<file path="config.mk">
export PLATFORM = sky130hd
export DESIGN_NAME = sfrps_readout
export DESIGN_NICKNAME = d
export VERILOG_FILES = /design/src/logic/sfrps_pkg.sv /design/src/logic/sfrps_stack_if.sv /design/src/logic/sfrps_stack_mem.sv /design/src/logic/sfrps_readout.sv
export SDC_FILE = /design/constraint.sdc
export NUM_CORES = 1
export LEC_CHECK = 0
export BUFFER_PORTS_ARGS = -buffer_cell sky130_fd_sc_hd__buf_2
export CELL_PAD_IN_SITES_DETAIL_PLACEMENT = 1
export CELL_PAD_IN_SITES_GLOBAL_PLACEMENT = 2
export CORE_AREA = 2 2 101 123
export DETAILED_ROUTE_END_ITERATION = 16
export DIE_AREA = 0 0 103 125
export PLACE_DENSITY_LB_ADDON = 0.3
export SLEW_MARGIN = 20
export SYNTH_ARGS = -nofsm -noshare
export SYNTH_HDL_FRONTEND = slang
export SYNTH_HIERARCHICAL = 1
export SYNTH_SLANG_ARGS = --single-unit
</file>
<file path="constraint.sdc">
create_clock -name i_clk_sys -period 4.95 [get_ports i_clk_sys]
set_input_delay 0.99 -clock i_clk_sys [delete_from_list [all_inputs] [get_ports i_clk_sys]]
set_output_delay 0.99 -clock i_clk_sys [all_outputs]
set_load 0.01 [all_outputs]
</file>
<file path="src/logic/sfrps_pkg.sv">
// Constants shared by the page stack readout block
package sfrps_pkg;
   // =========================================================
   // Special function register addresses
   localparam logic [7:0] ADDR_ACTIVE_PAGE     = 8'ha7;
   localparam logic [7:0] ADDR_PAGE_CONTROL    = 8'hcf;
   localparam logic [7:0] ADDR_PAGE_STACK_VIEW = 8'hd3;
   // =========================================================
   // Reserved locations, both pages
   localparam logic [7:0] ADDR_RSVD_A = 8'hb0;
   localparam logic [7:0] ADDR_RSVD_B = 8'hb4;
   localparam logic [7:0] ADDR_RSVD_C = 8'he5;
   localparam logic [7:0] ADDR_RSVD_D = 8'hf5;
   // Reserved on every page except page F
   localparam logic [7:0] ADDR_RSVD_P0_A = 8'had;
   localparam logic [7:0] ADDR_RSVD_P0_B = 8'hae;
   // =========================================================
   // Pages
   localparam logic [7:0] PAGE_0 = 8'h00;
   localparam logic [7:0] PAGE_F = 8'h0f;
   // =========================================================
   // Bit-addressable low nibbles
   localparam logic [3:0] BIT_NIBBLE_0 = 4'h0;
   localparam logic [3:0] BIT_NIBBLE_8 = 4'h8;
   // =========================================================
   // Page control fields
   localparam int         IDX_LSB         = 4;
   localparam int         IDX_MSB         = 6;
   localparam int         EN_BIT          = 0;
   localparam logic [2:0] IDX_TOP         = 3'h0;
   localparam logic [2:0] IDX_BOTTOM      = 3'h4;
   localparam int         STACK_LEVELS    = 5;
   localparam logic [7:0] RESET_PAGE      = 8'h00;
   localparam logic [7:0] RESET_STACK     = 8'h00;
   localparam logic [2:0] RESET_IDX       = 3'h0;
   localparam logic       RESET_AUTO_EN   = 1'b1;
endpackage

</file>
<file path="src/logic/sfrps_stack_if.sv">
// Carrier between the readout top and the stack storage
`timescale 1ns/1ps
interface sfrps_stack_if;
   logic       push;
   logic       pop;
   logic [7:0] push_data;
   logic [2:0] rd_level;
   logic [7:0] rd_data;
   logic [7:0] top_level;

   modport ctrl
   (
      output push,
      output pop,
      output push_data,
      output rd_level,
      input  rd_data,
      input  top_level
   );
   modport mem
   (
      input  push,
      input  pop,
      input  push_data,
      input  rd_level,
      output rd_data,
      output top_level
   );
endinterface

</file>
<file path="src/logic/sfrps_stack_mem.sv">
// Storage for the lower levels of the page stack
`timescale 1ns/1ps
module sfrps_stack_mem #(
   parameter int DEPTH = 4
) (
   input  wire logic   i_clk_sys,
   input  wire logic   i_rst_n,
   sfrps_stack_if.mem  stk
);
   logic [7:0] level_reg [DEPTH];
   logic [7:0] rd_data_reg;

   // =========================================================
   // Push shifts down, pop shifts up; bottom refills with zero
   always_ff @(posedge i_clk_sys or negedge i_rst_n)
   begin
      if (!i_rst_n)
      begin
         for (int i = 0; i < DEPTH; i++)
         begin
            level_reg[i] <= sfrps_pkg::RESET_STACK;
         end
      end
      else if (stk.push)
      begin
         level_reg[0] <= stk.push_data;
         for (int i = 1; i < DEPTH; i++)
         begin
            level_reg[i] <= level_reg[i-1];
         end
      end
      else if (stk.pop)
      begin
         for (int i = 0; i < DEPTH - 1; i++)
         begin
            level_reg[i] <= level_reg[i+1];
         end
         level_reg[DEPTH-1] <= sfrps_pkg::RESET_STACK;
      end
   end

   // =========================================================
   // Registered read; level 1 is word 0
   always_ff @(posedge i_clk_sys or negedge i_rst_n)
   begin
      if (!i_rst_n)
      begin
         rd_data_reg <= sfrps_pkg::RESET_STACK;
      end
      else if (stk.rd_level >= 3'h1 && stk.rd_level <= 3'(DEPTH))
      begin
         rd_data_reg <= level_reg[2'(stk.rd_level - 3'h1)];
      end
      else
      begin
         rd_data_reg <= sfrps_pkg::RESET_STACK;
      end
   end

   assign stk.rd_data   = rd_data_reg;
   assign stk.top_level = level_reg[0];
endmodule

</file>
<file path="src/logic/sfrps_readout.sv">
// Page register, page control and page stack view with paged decode
`timescale 1ns/1ps
// Summary of operation
// - Stack view returns level chosen by index
// - Stack view is read-only; writes ignored
// - Stack view decodes at 0xd3 on page F only
// - Bit operations only where low nibble 0/8
// - Shared registers ignore active page
// - Only listed reserved addresses flagged reserved
// - Index 0 top, 1..4 lower, 5..7 invalid
// - Auto paging pushes on entry, pops on return
module sfrps_readout (
   input  wire logic       i_clk_sys,
   input  wire logic       i_rst_n,
   input  wire logic [7:0] i_sfr_addr,
   input  wire logic       i_sfr_rd,
   input  wire logic       i_sfr_wr,
   input  wire logic [7:0] i_sfr_wdata,
   input  wire logic       i_bit_op,
   input  wire logic       i_isr_enter,
   input  wire logic [7:0] i_isr_page,
   input  wire logic       i_isr_return,
   output logic      [7:0] o_sfr_rdata,
   output logic            o_sfr_hit,
   output logic            o_reserved,
   output logic            o_bit_ok,
   output logic            o_bit_err,
   output logic      [7:0] o_active_page
);
   typedef enum logic [1:0] {
      SFRPS_SEL_NONE,
      SFRPS_SEL_PAGE,
      SFRPS_SEL_CTRL,
      SFRPS_SEL_VIEW
   } sfrps_sel_t;

   logic [7:0] active_page_reg;
   logic [7:0] active_page_next;
   logic [2:0] level_idx_reg;
   logic       auto_en_reg;
   logic [7:0] rdata_reg;
   logic [7:0] rdata_next;
   logic       hit_reg;
   logic       rsvd_reg;
   logic       bit_ok_reg;
   logic       bit_err_reg;
   logic       access;
   logic       do_push;
   logic       do_pop;
   sfrps_sel_t sel;

   sfrps_stack_if stk ();

   // =========================================================
   // Decode helpers
   function automatic sfrps_sel_t decode(input logic [7:0] addr, input logic [7:0] page);
      sfrps_sel_t s;
      s = SFRPS_SEL_NONE;
      if (addr == sfrps_pkg::ADDR_ACTIVE_PAGE)
      begin
         s = SFRPS_SEL_PAGE;
      end
      else if (addr == sfrps_pkg::ADDR_PAGE_CONTROL)
      begin
         s = SFRPS_SEL_CTRL;
      end
      else if (addr == sfrps_pkg::ADDR_PAGE_STACK_VIEW && page == sfrps_pkg::PAGE_F)
      begin
         s = SFRPS_SEL_VIEW;
      end
      return s;
   endfunction

   function automatic logic is_reserved(input logic [7:0] addr, input logic [7:0] page);
      logic r;
      r = (addr == sfrps_pkg::ADDR_RSVD_A) || (addr == sfrps_pkg::ADDR_RSVD_B)
        || (addr == sfrps_pkg::ADDR_RSVD_C) || (addr == sfrps_pkg::ADDR_RSVD_D);
      if (page != sfrps_pkg::PAGE_F)
      begin
         r = r || (addr == sfrps_pkg::ADDR_RSVD_P0_A) || (addr == sfrps_pkg::ADDR_RSVD_P0_B);
      end
      return r;
   endfunction

   function automatic logic is_bit_addr(input logic [7:0] addr);
      return (addr[3:0] == sfrps_pkg::BIT_NIBBLE_0) || (addr[3:0] == sfrps_pkg::BIT_NIBBLE_8);
   endfunction

   assign sel     = decode(i_sfr_addr, active_page_reg);
   assign access  = i_sfr_rd | i_sfr_wr | i_bit_op;
   // Entry wins over return if both arrive together; core never does that
   assign do_push = auto_en_reg & i_isr_enter;
   assign do_pop  = auto_en_reg & i_isr_return & ~i_isr_enter;

   // =========================================================
   // Stack storage
   assign stk.push      = do_push;
   assign stk.pop       = do_pop;
   assign stk.push_data = active_page_reg;
   assign stk.rd_level  = level_idx_reg;

   sfrps_stack_mem #(
      .DEPTH (sfrps_pkg::STACK_LEVELS - 1)
   ) u_stack (
      .i_clk_sys (i_clk_sys),
      .i_rst_n   (i_rst_n),
      .stk       (stk)
   );

   // =========================================================
   // Active page: interrupt paging beats a software write
   always_comb
   begin
      active_page_next = active_page_reg;
      if (do_push)
      begin
         active_page_next = i_isr_page;
      end
      else if (do_pop)
      begin
         active_page_next = stk.top_level;
      end
      else if (i_sfr_wr && sel == SFRPS_SEL_PAGE)
      begin
         active_page_next = i_sfr_wdata;
      end
   end

   always_ff @(posedge i_clk_sys or negedge i_rst_n)
   begin
      if (!i_rst_n)
      begin
         active_page_reg <= sfrps_pkg::RESET_PAGE;
      end
      else
      begin
         active_page_reg <= active_page_next;
      end
   end

   // =========================================================
   // Page control; reserved bits are not stored
   always_ff @(posedge i_clk_sys or negedge i_rst_n)
   begin
      if (!i_rst_n)
      begin
         level_idx_reg <= sfrps_pkg::RESET_IDX;
         auto_en_reg   <= sfrps_pkg::RESET_AUTO_EN;
      end
      else if (i_sfr_wr && sel == SFRPS_SEL_CTRL)
      begin
         level_idx_reg <= i_sfr_wdata[sfrps_pkg::IDX_MSB:sfrps_pkg::IDX_LSB];
         auto_en_reg   <= i_sfr_wdata[sfrps_pkg::EN_BIT];
      end
   end

   // =========================================================
   // Read mux; the view has no write path at all
   always_comb
   begin
      rdata_next = 8'h00;
      case (sel)
         SFRPS_SEL_PAGE:
         begin
            rdata_next = active_page_reg;
         end
         SFRPS_SEL_CTRL:
         begin
            rdata_next = 8'h00;
            rdata_next[sfrps_pkg::IDX_MSB:sfrps_pkg::IDX_LSB] = level_idx_reg;
            rdata_next[sfrps_pkg::EN_BIT] = auto_en_reg;
         end
         SFRPS_SEL_VIEW:
         begin
            // Lower levels come from the stack's registered read
            if (level_idx_reg == sfrps_pkg::IDX_TOP)
            begin
               rdata_next = active_page_reg;
            end
            else if (level_idx_reg <= sfrps_pkg::IDX_BOTTOM)
            begin
               rdata_next = stk.rd_data;
            end
            else
            begin
               rdata_next = 8'h00;
            end
         end
         SFRPS_SEL_NONE:
         begin
            rdata_next = 8'h00;
         end
         default:
         begin
            rdata_next = 8'h00;
         end
      endcase
   end

   // =========================================================
   // Answer registers, one cycle after the access
   always_ff @(posedge i_clk_sys or negedge i_rst_n)
   begin
      if (!i_rst_n)
      begin
         rdata_reg   <= 8'h00;
         hit_reg     <= 1'b0;
         rsvd_reg    <= 1'b0;
         bit_ok_reg  <= 1'b0;
         bit_err_reg <= 1'b0;
      end
      else
      begin
         rdata_reg   <= i_sfr_rd ? rdata_next : 8'h00;
         hit_reg     <= access && sel != SFRPS_SEL_NONE;
         rsvd_reg    <= access && is_reserved(i_sfr_addr, active_page_reg);
         bit_ok_reg  <= i_bit_op && is_bit_addr(i_sfr_addr);
         bit_err_reg <= i_bit_op && !is_bit_addr(i_sfr_addr);
      end
   end

   assign o_sfr_rdata   = rdata_reg;
   assign o_sfr_hit     = hit_reg;
   assign o_reserved    = rsvd_reg;
   assign o_bit_ok      = bit_ok_reg;
   assign o_bit_err     = bit_err_reg;
   assign o_active_page = active_page_reg;
endmodule

</file>
==> results of run 1 <==
## cells in the mapped netlist (2+ instances only)
cell type  count  share of area (%)
a21oi_1        8                1.2
a22o_1         8                2.0
a22oi_1       12                2.6
and2_1         3               0.55
and3_1         8                1.5
buf_1          3               0.33
buf_2          8                1.2
buf_4          8                1.8
clkbuf_1       8               0.88
dfrtp_1       63                 46
ha_1           2               0.73
inv_1          4               0.44
mux2_1         4                1.3
mux2i_1       28                8.2
mux4_1         8                6.1
nand2_1       43                4.7
nand2b_1       9                1.6
nand4b_1       2               0.51
nor2_1         7               0.77
nor2b_1        3               0.55
nor3_1         8                1.2
nor3b_1        5                1.1
nor4_4         2                1.2
o21ai_0       44                6.4
o21ai_1        4               0.58
o21ai_2        2               0.51
## worst paths after layout
| kind | start | end | slack (ns) | cells past startpoint |
|---|---|---|---|---|
| worst min-delay path | u_stack/stk.rd_data[1] | o_sfr_rdata[1] | 0.52 | 2 |
| worst max register to register | level_idx_reg[0] | u_stack/stk.rd_data[4] | 2.32 | 4 |
| min in group asynchronous | i_rst_n | u_stack/level_reg[19] | 0.66 | 1 |
| worst min register to register | u_stack/stk.rd_data[1] | o_sfr_rdata[1] | 0.52 | 2 |
| worst max-delay path | level_idx_reg[0] | u_stack/stk.rd_data[4] | 2.32 | 4 |
| max in group asynchronous | i_rst_n | auto_en_reg | 3.32 | 2 |
## metrics by stage
step	hold WS (ns)	power (mW)	util, %	std cells	cell area (um2)
6_report	0.520	1.41	34.0	524	4010
5_1_grt	0.559	1.48	34.0	524	4010
4_1_cts	0.526	1.43	34.0	524	4010
3_5_place_dp	0.508	0.847	31.8	508	3740
3_3_place_gp	0.508	0.842	31.8	508	3740
2_1_floorplan	0.481	0.743	-	323	3430
## critical path: stages, from the launching register on
cell and delay, ns:
dfrtp_1 0.87, inv_1 0.11, ha_1 0.64, mux4_1 0.68, and3_1 0.21
## where the power goes
group / internal (mW) / total, mW / switching (mW)
clock: 0.351 / 0.574 / 0.223
sequential: 0.565 / 0.655 / 0.0897
combinational: 0.0805 / 0.180 / 0.0991
total: 0.997 / 1.41 / 0.412
## layer usage
metal / track usage, % / vias up
met5: 0 / -
li1: - / 1246
met4: 8.75 / 0
met3: 2.12 / 20
met1: 20.2 / 1283
met2: 24.4 / 62
## layout make-up
class | instances | area [um2]
Inverter | 4 | 15.0
Clock inverter | 3 | 17.5
Sequential cell | 64 | 1600
Clock buffer | 13 | 250
Timing Repair Buffer | 53 | 273
Fill cell | 1348 | 7770
Multi-Input combinational cell | 226 | 1650
Tap cell | 161 | 201
## cell families (layout without fill, tap and decap cells)
logic type / Yosys count / after routing / share of synthesized area, %
buffers and inverters: 33 / 73 / 5.04
muxes: 40 / 40 / 15.6
xor gates and xnor gates: 1 / 1 / 0.256
DFF: 64 / 64 / 46.8
adders and majority gates: 2 / 2 / 0.730
AOI/OAI and AO/OA: 85 / 85 / 14.9
and+or+nand+nor: 98 / 98 / 16.7
==> flow_summary.yaml, run 1 <==
global_routing:
  grt_pass1_vias: 2708
  grt_first_pass_wirelength_mm: 15.1
  grt_antenna_before_repair: 0
  grt_max_degree: 65
  grtUsageTotal_pct: 15.5
  grt_remaining_overflow: 0
worst_setup_path:
  critPathKind: "flop to flop"
  start_kind: "flop"
  end_kind: "flop"
  cp_max_fo: 20
  cp_data_arrival_time_ns: 2.85
  cp.required_ns: 5.17
route:
  wl_mm: 9.50
  drcViolationCount: 0
  routed.top_layer: "met4"
  wl_per_cell_um: 18.1
  met2_length_mm: 4.70
  vias: 2611
  drt-met1-wl_mm: 4.11
  vias_per_cell: 4.98
  drt_iter0_drc: 119
  wl_met3_um: 327
  antenna_left: 0
  dr.pass1.iters: 4
floorplan:
  num_rows: 44
  start_util_pct: 29.1
  fp.dieW_um: 103
  die_area_um2: 12900
  core-area_um2: 11800
  die_h_um: 125
  io_pins: 51
placement:
  io_buffers: 50
  gp_congestion: 0.781
  hpwlAfterDp_mm: 6.77
  dp_slack_ns: 2.01
synthesis:
  syn-cell-area_um2: 3430
  avgSynthCellArea_um2: 10.6
  postSynthCellCount: 323
  synth-async-reset-ratio_pct: 100
  synth_seq_cells: 64
  synth.distinct_cells: 45
  synth_fp_nets: 356
  synth-edff-count: 0
  ys_seq_area_share_pct: 46.8
  yosysWarnings: 6
  synth_top_flop_cell: "dfrtp_1"
sta:
  hold_viol: 0
  slew_headroom_pct: 45.5
  layout_worst_path_cycle_share_pct: 53.1
  skew_ns: 0.00458
  setup_tns_ns: 0
  layout_setup_ws_ns: 2.32
  worstMarginPinSlew_ns: 0.818
  fin_crit_ns: 2.63
  fmax_ghz: 0.380
  rsz0062_at_grt: "no"
  drv_slew: 0
  setup_viol: 0
layout:
  antenna_cells: 0
  final_cell_mix: "dfrtp_1, buf_2, o21ai_0"
  syn_to_final_growth_pct: 17.1
  final_nets: 391
  layout-drive-gt1-share_pct: 20.7
  layout_commonest_cell: "dfrtp_1"
  largest_register_ffs: 24
clocking:
  post_cts_resized: 0
  worstSkewPairLatency_ns: 0.33
  cts_root_buffer: "clkbuf_16"
  clk_pin_slew_ns: 0.05
  cts_buffers: 9
  cts_setup_buffers: 0
  cts_tree: "built"
  htreeDepth: 3
  clock_sinks: 64
  hold_buffers: 0
  clockBufferDepth: 2
worst_hold_path:
  hold_path.class: "flop to flop"
pwr:
  ir_worst_vdd_mv: 0.135
  p_leak_nw: 1.76
  pwr_density_cell_nw_per_um2: 351
job:
  maxCapViolations: 0
outcome:
  status: "completed"
Note: power is estimated with default switching activity, not from simulation.
==> run 2, diff against run 1 <==
clock period = 2.44 ns   (was 4.95 ns; I/O delays follow)
==> run 2 against run 1 <==
- die area is the same
- clock skew grew 0.0010 ns
- sequential share of layout area fell by 1.5 points
- core utilization rose by 1.3 points
- combinational power grew to 2.7 times the previous value
- register-to-register slack worse by 1.8 ns
- cell area rose by 3.9%
- first-iteration DRC count rose by 7.6%
- largest power group is now clock
- non-clock buffer count grew 10
- sequential power increased by 94%
==> flow_summary.yaml, run 2 (same netlist as run 1, synthesis figures left out) <==
sta:
  hold_viol: 0
  rsz0062_at_grt: "no"
  setup_viol: 0
  fmax_ghz: 0.510
  skew_ns: 0.00561
  worstMarginPinSlew_ns: 0.640
  fin_crit_ns: 1.96
  drv_slew: 0
  layout_setup_ws_ns: 0.478
  setup_tns_ns: 0
  layout_worst_path_cycle_share_pct: 80.4
  slew_headroom_pct: 57.3
layout:
  postLayoutCellArea_um2: 4170
  antenna_cells: 0
  largest_register_ffs: 24
  multi_input_area_um2: 1650
  layout-drive-gt1-share_pct: 23.1
  syn_to_final_growth_pct: 21.7
  fill_cells: 1346
  layout.area.seq_um2: 1600
  final_cell_mix: "dfrtp_1, buf_2, o21ai_0"
  layout_commonest_cell: "dfrtp_1"
  final_nets: 401
floorplan:
  core-area_um2: 11800
  die_h_um: 125
  die_area_um2: 12900
  num_rows: 44
  io_pins: 51
  start_util_pct: 29.1
  fp.dieW_um: 103
clocking:
  cts_root_buffer: "clkbuf_16"
  clk_pin_slew_ns: 0.05
  clockBufferDepth: 2
  clock_sinks: 64
  cts_buffers: 9
  cts_tree: "built"
  cts_setup_buffers: 0
  post_cts_resized: 0
  worstSkewPairLatency_ns: 0.33
  htreeDepth: 3
  hold_buffers: 0
route:
  vias_per_cell: 4.94
  vias: 2640
  wl_per_cell_um: 18.1
  drt_iter0_drc: 128
  wl_mm: 9.67
  drcViolationCount: 0
  antenna_left: 0
  dr.pass1.iters: 4
placement:
  gp_congestion: 0.816
  io_buffers: 50
  hpwlAfterDp_mm: 7.06
  placed_area_um2: 3870
  dp_slack_ns: 0.484
worst_setup_path:
  cp_data_arrival_time_ns: 2.18
  path_cells: "inv_1 -> ha_1 -> mux4_1 -> and3_1"
  rr_startpoint: "level_idx_reg[1]"
  end_kind: "flop"
  cpMaxStageDelayCell: "mux4_1"
  critPathKind: "flop to flop"
  start_kind: "flop"
  crit_start: "level_idx_reg[1]"
  cp_max_fo: 8
  cp.required_ns: 2.65
  worst_path_largest_cell_delay_ns: 0.64
pwr:
  total_power_mw: 3.04
  pwr_density_cell_nw_per_um2: 730
  p_leak_nw: 1.85
  ir_worst_vdd_mv: 0.233
global_routing:
  grt_pass1_vias: 2879
  grt_max_degree: 55
  grt_antenna_before_repair: 0
  grt_first_pass_wirelength_mm: 15.8
  grtUsageTotal_pct: 16.3
  grt_remaining_overflow: 0
outcome:
  status: "completed"
worst_hold_path:
  hold_path.class: "input port to async pin"
job:
  maxCapViolations: 0
run 2: changes by cell type in the layout (fill, tap and decap cells not counted):
cell | before | now
buf_12 | 0 | 4
buf_4 | 3 | 9
bufinv_16 | 0 | 1
clkbuf_1 | 3 | 2
clkbuf_8 | 1 | 2
clkinvlp_4 | 1 | 0
run 2: metal layers:
layer	routed length, um	track usage (%)	share of wire [%]
met2	4840	26.8	50
met5	0	0	0
met1	4200	20.3	43
met3	247	2.40	2.6
met4	391	8.67	4.0
run 2: worst paths after layout:
kind                       depth (start not counted)  slack, ns                     end
setup / recovery                                   4       0.48  u_stack/stk.rd_data[4]
max in group asynchronous                          2       1.63             auto_en_reg
hold / removal                                     1       0.18   u_stack/level_reg[19]
hold reg to reg                                    2       0.52          o_sfr_rdata[1]
setup reg to reg                                   4       0.48  u_stack/stk.rd_data[4]
min in group i_clk_sys                             2       0.41             auto_en_reg
run 2: critical path: cells and delay by family (launching register included):
| family | cells | cell delay, ns |
|---|---|---|
| buf+inv | 1 | 0.06 |
| fa+ha+maj | 1 | 0.58 |
| simple gates | 1 | 0.21 |
| flops | 1 | 0.35 |
| mux | 1 | 0.64 |
run 2: cell type report:
type                            instances  share of cell area (%)
Clock inverter                          3                   0.960
Timing Repair Buffer                   63                    9.54
Clock buffer                           13                    6.24
Multi-Input combinational cell        226                    39.6
Sequential cell                        64                    38.4
Inverter                                4                   0.360
Tap cell                              161                    4.83
run 2: power breakdown:
group | total (mW) | internal (mW) | switching [mW]
registers | 1.27 | 1.15 | 0.121
clock network | 1.29 | 0.843 | 0.450
logic | 0.482 | 0.205 | 0.277
run 2: per-stage QoR:
stage | hold WS (ns) | utilization [%] | instances
2_1_floorplan | 0.192 | - | 323
3_3_place_gp | 0.503 | 32.8 | 518
3_5_place_dp | 0.503 | 32.8 | 518
4_1_cts | 0.201 | 35.4 | 534
5_1_grt | 0.225 | 35.4 | 534
6_report | 0.182 | 35.4 | 534
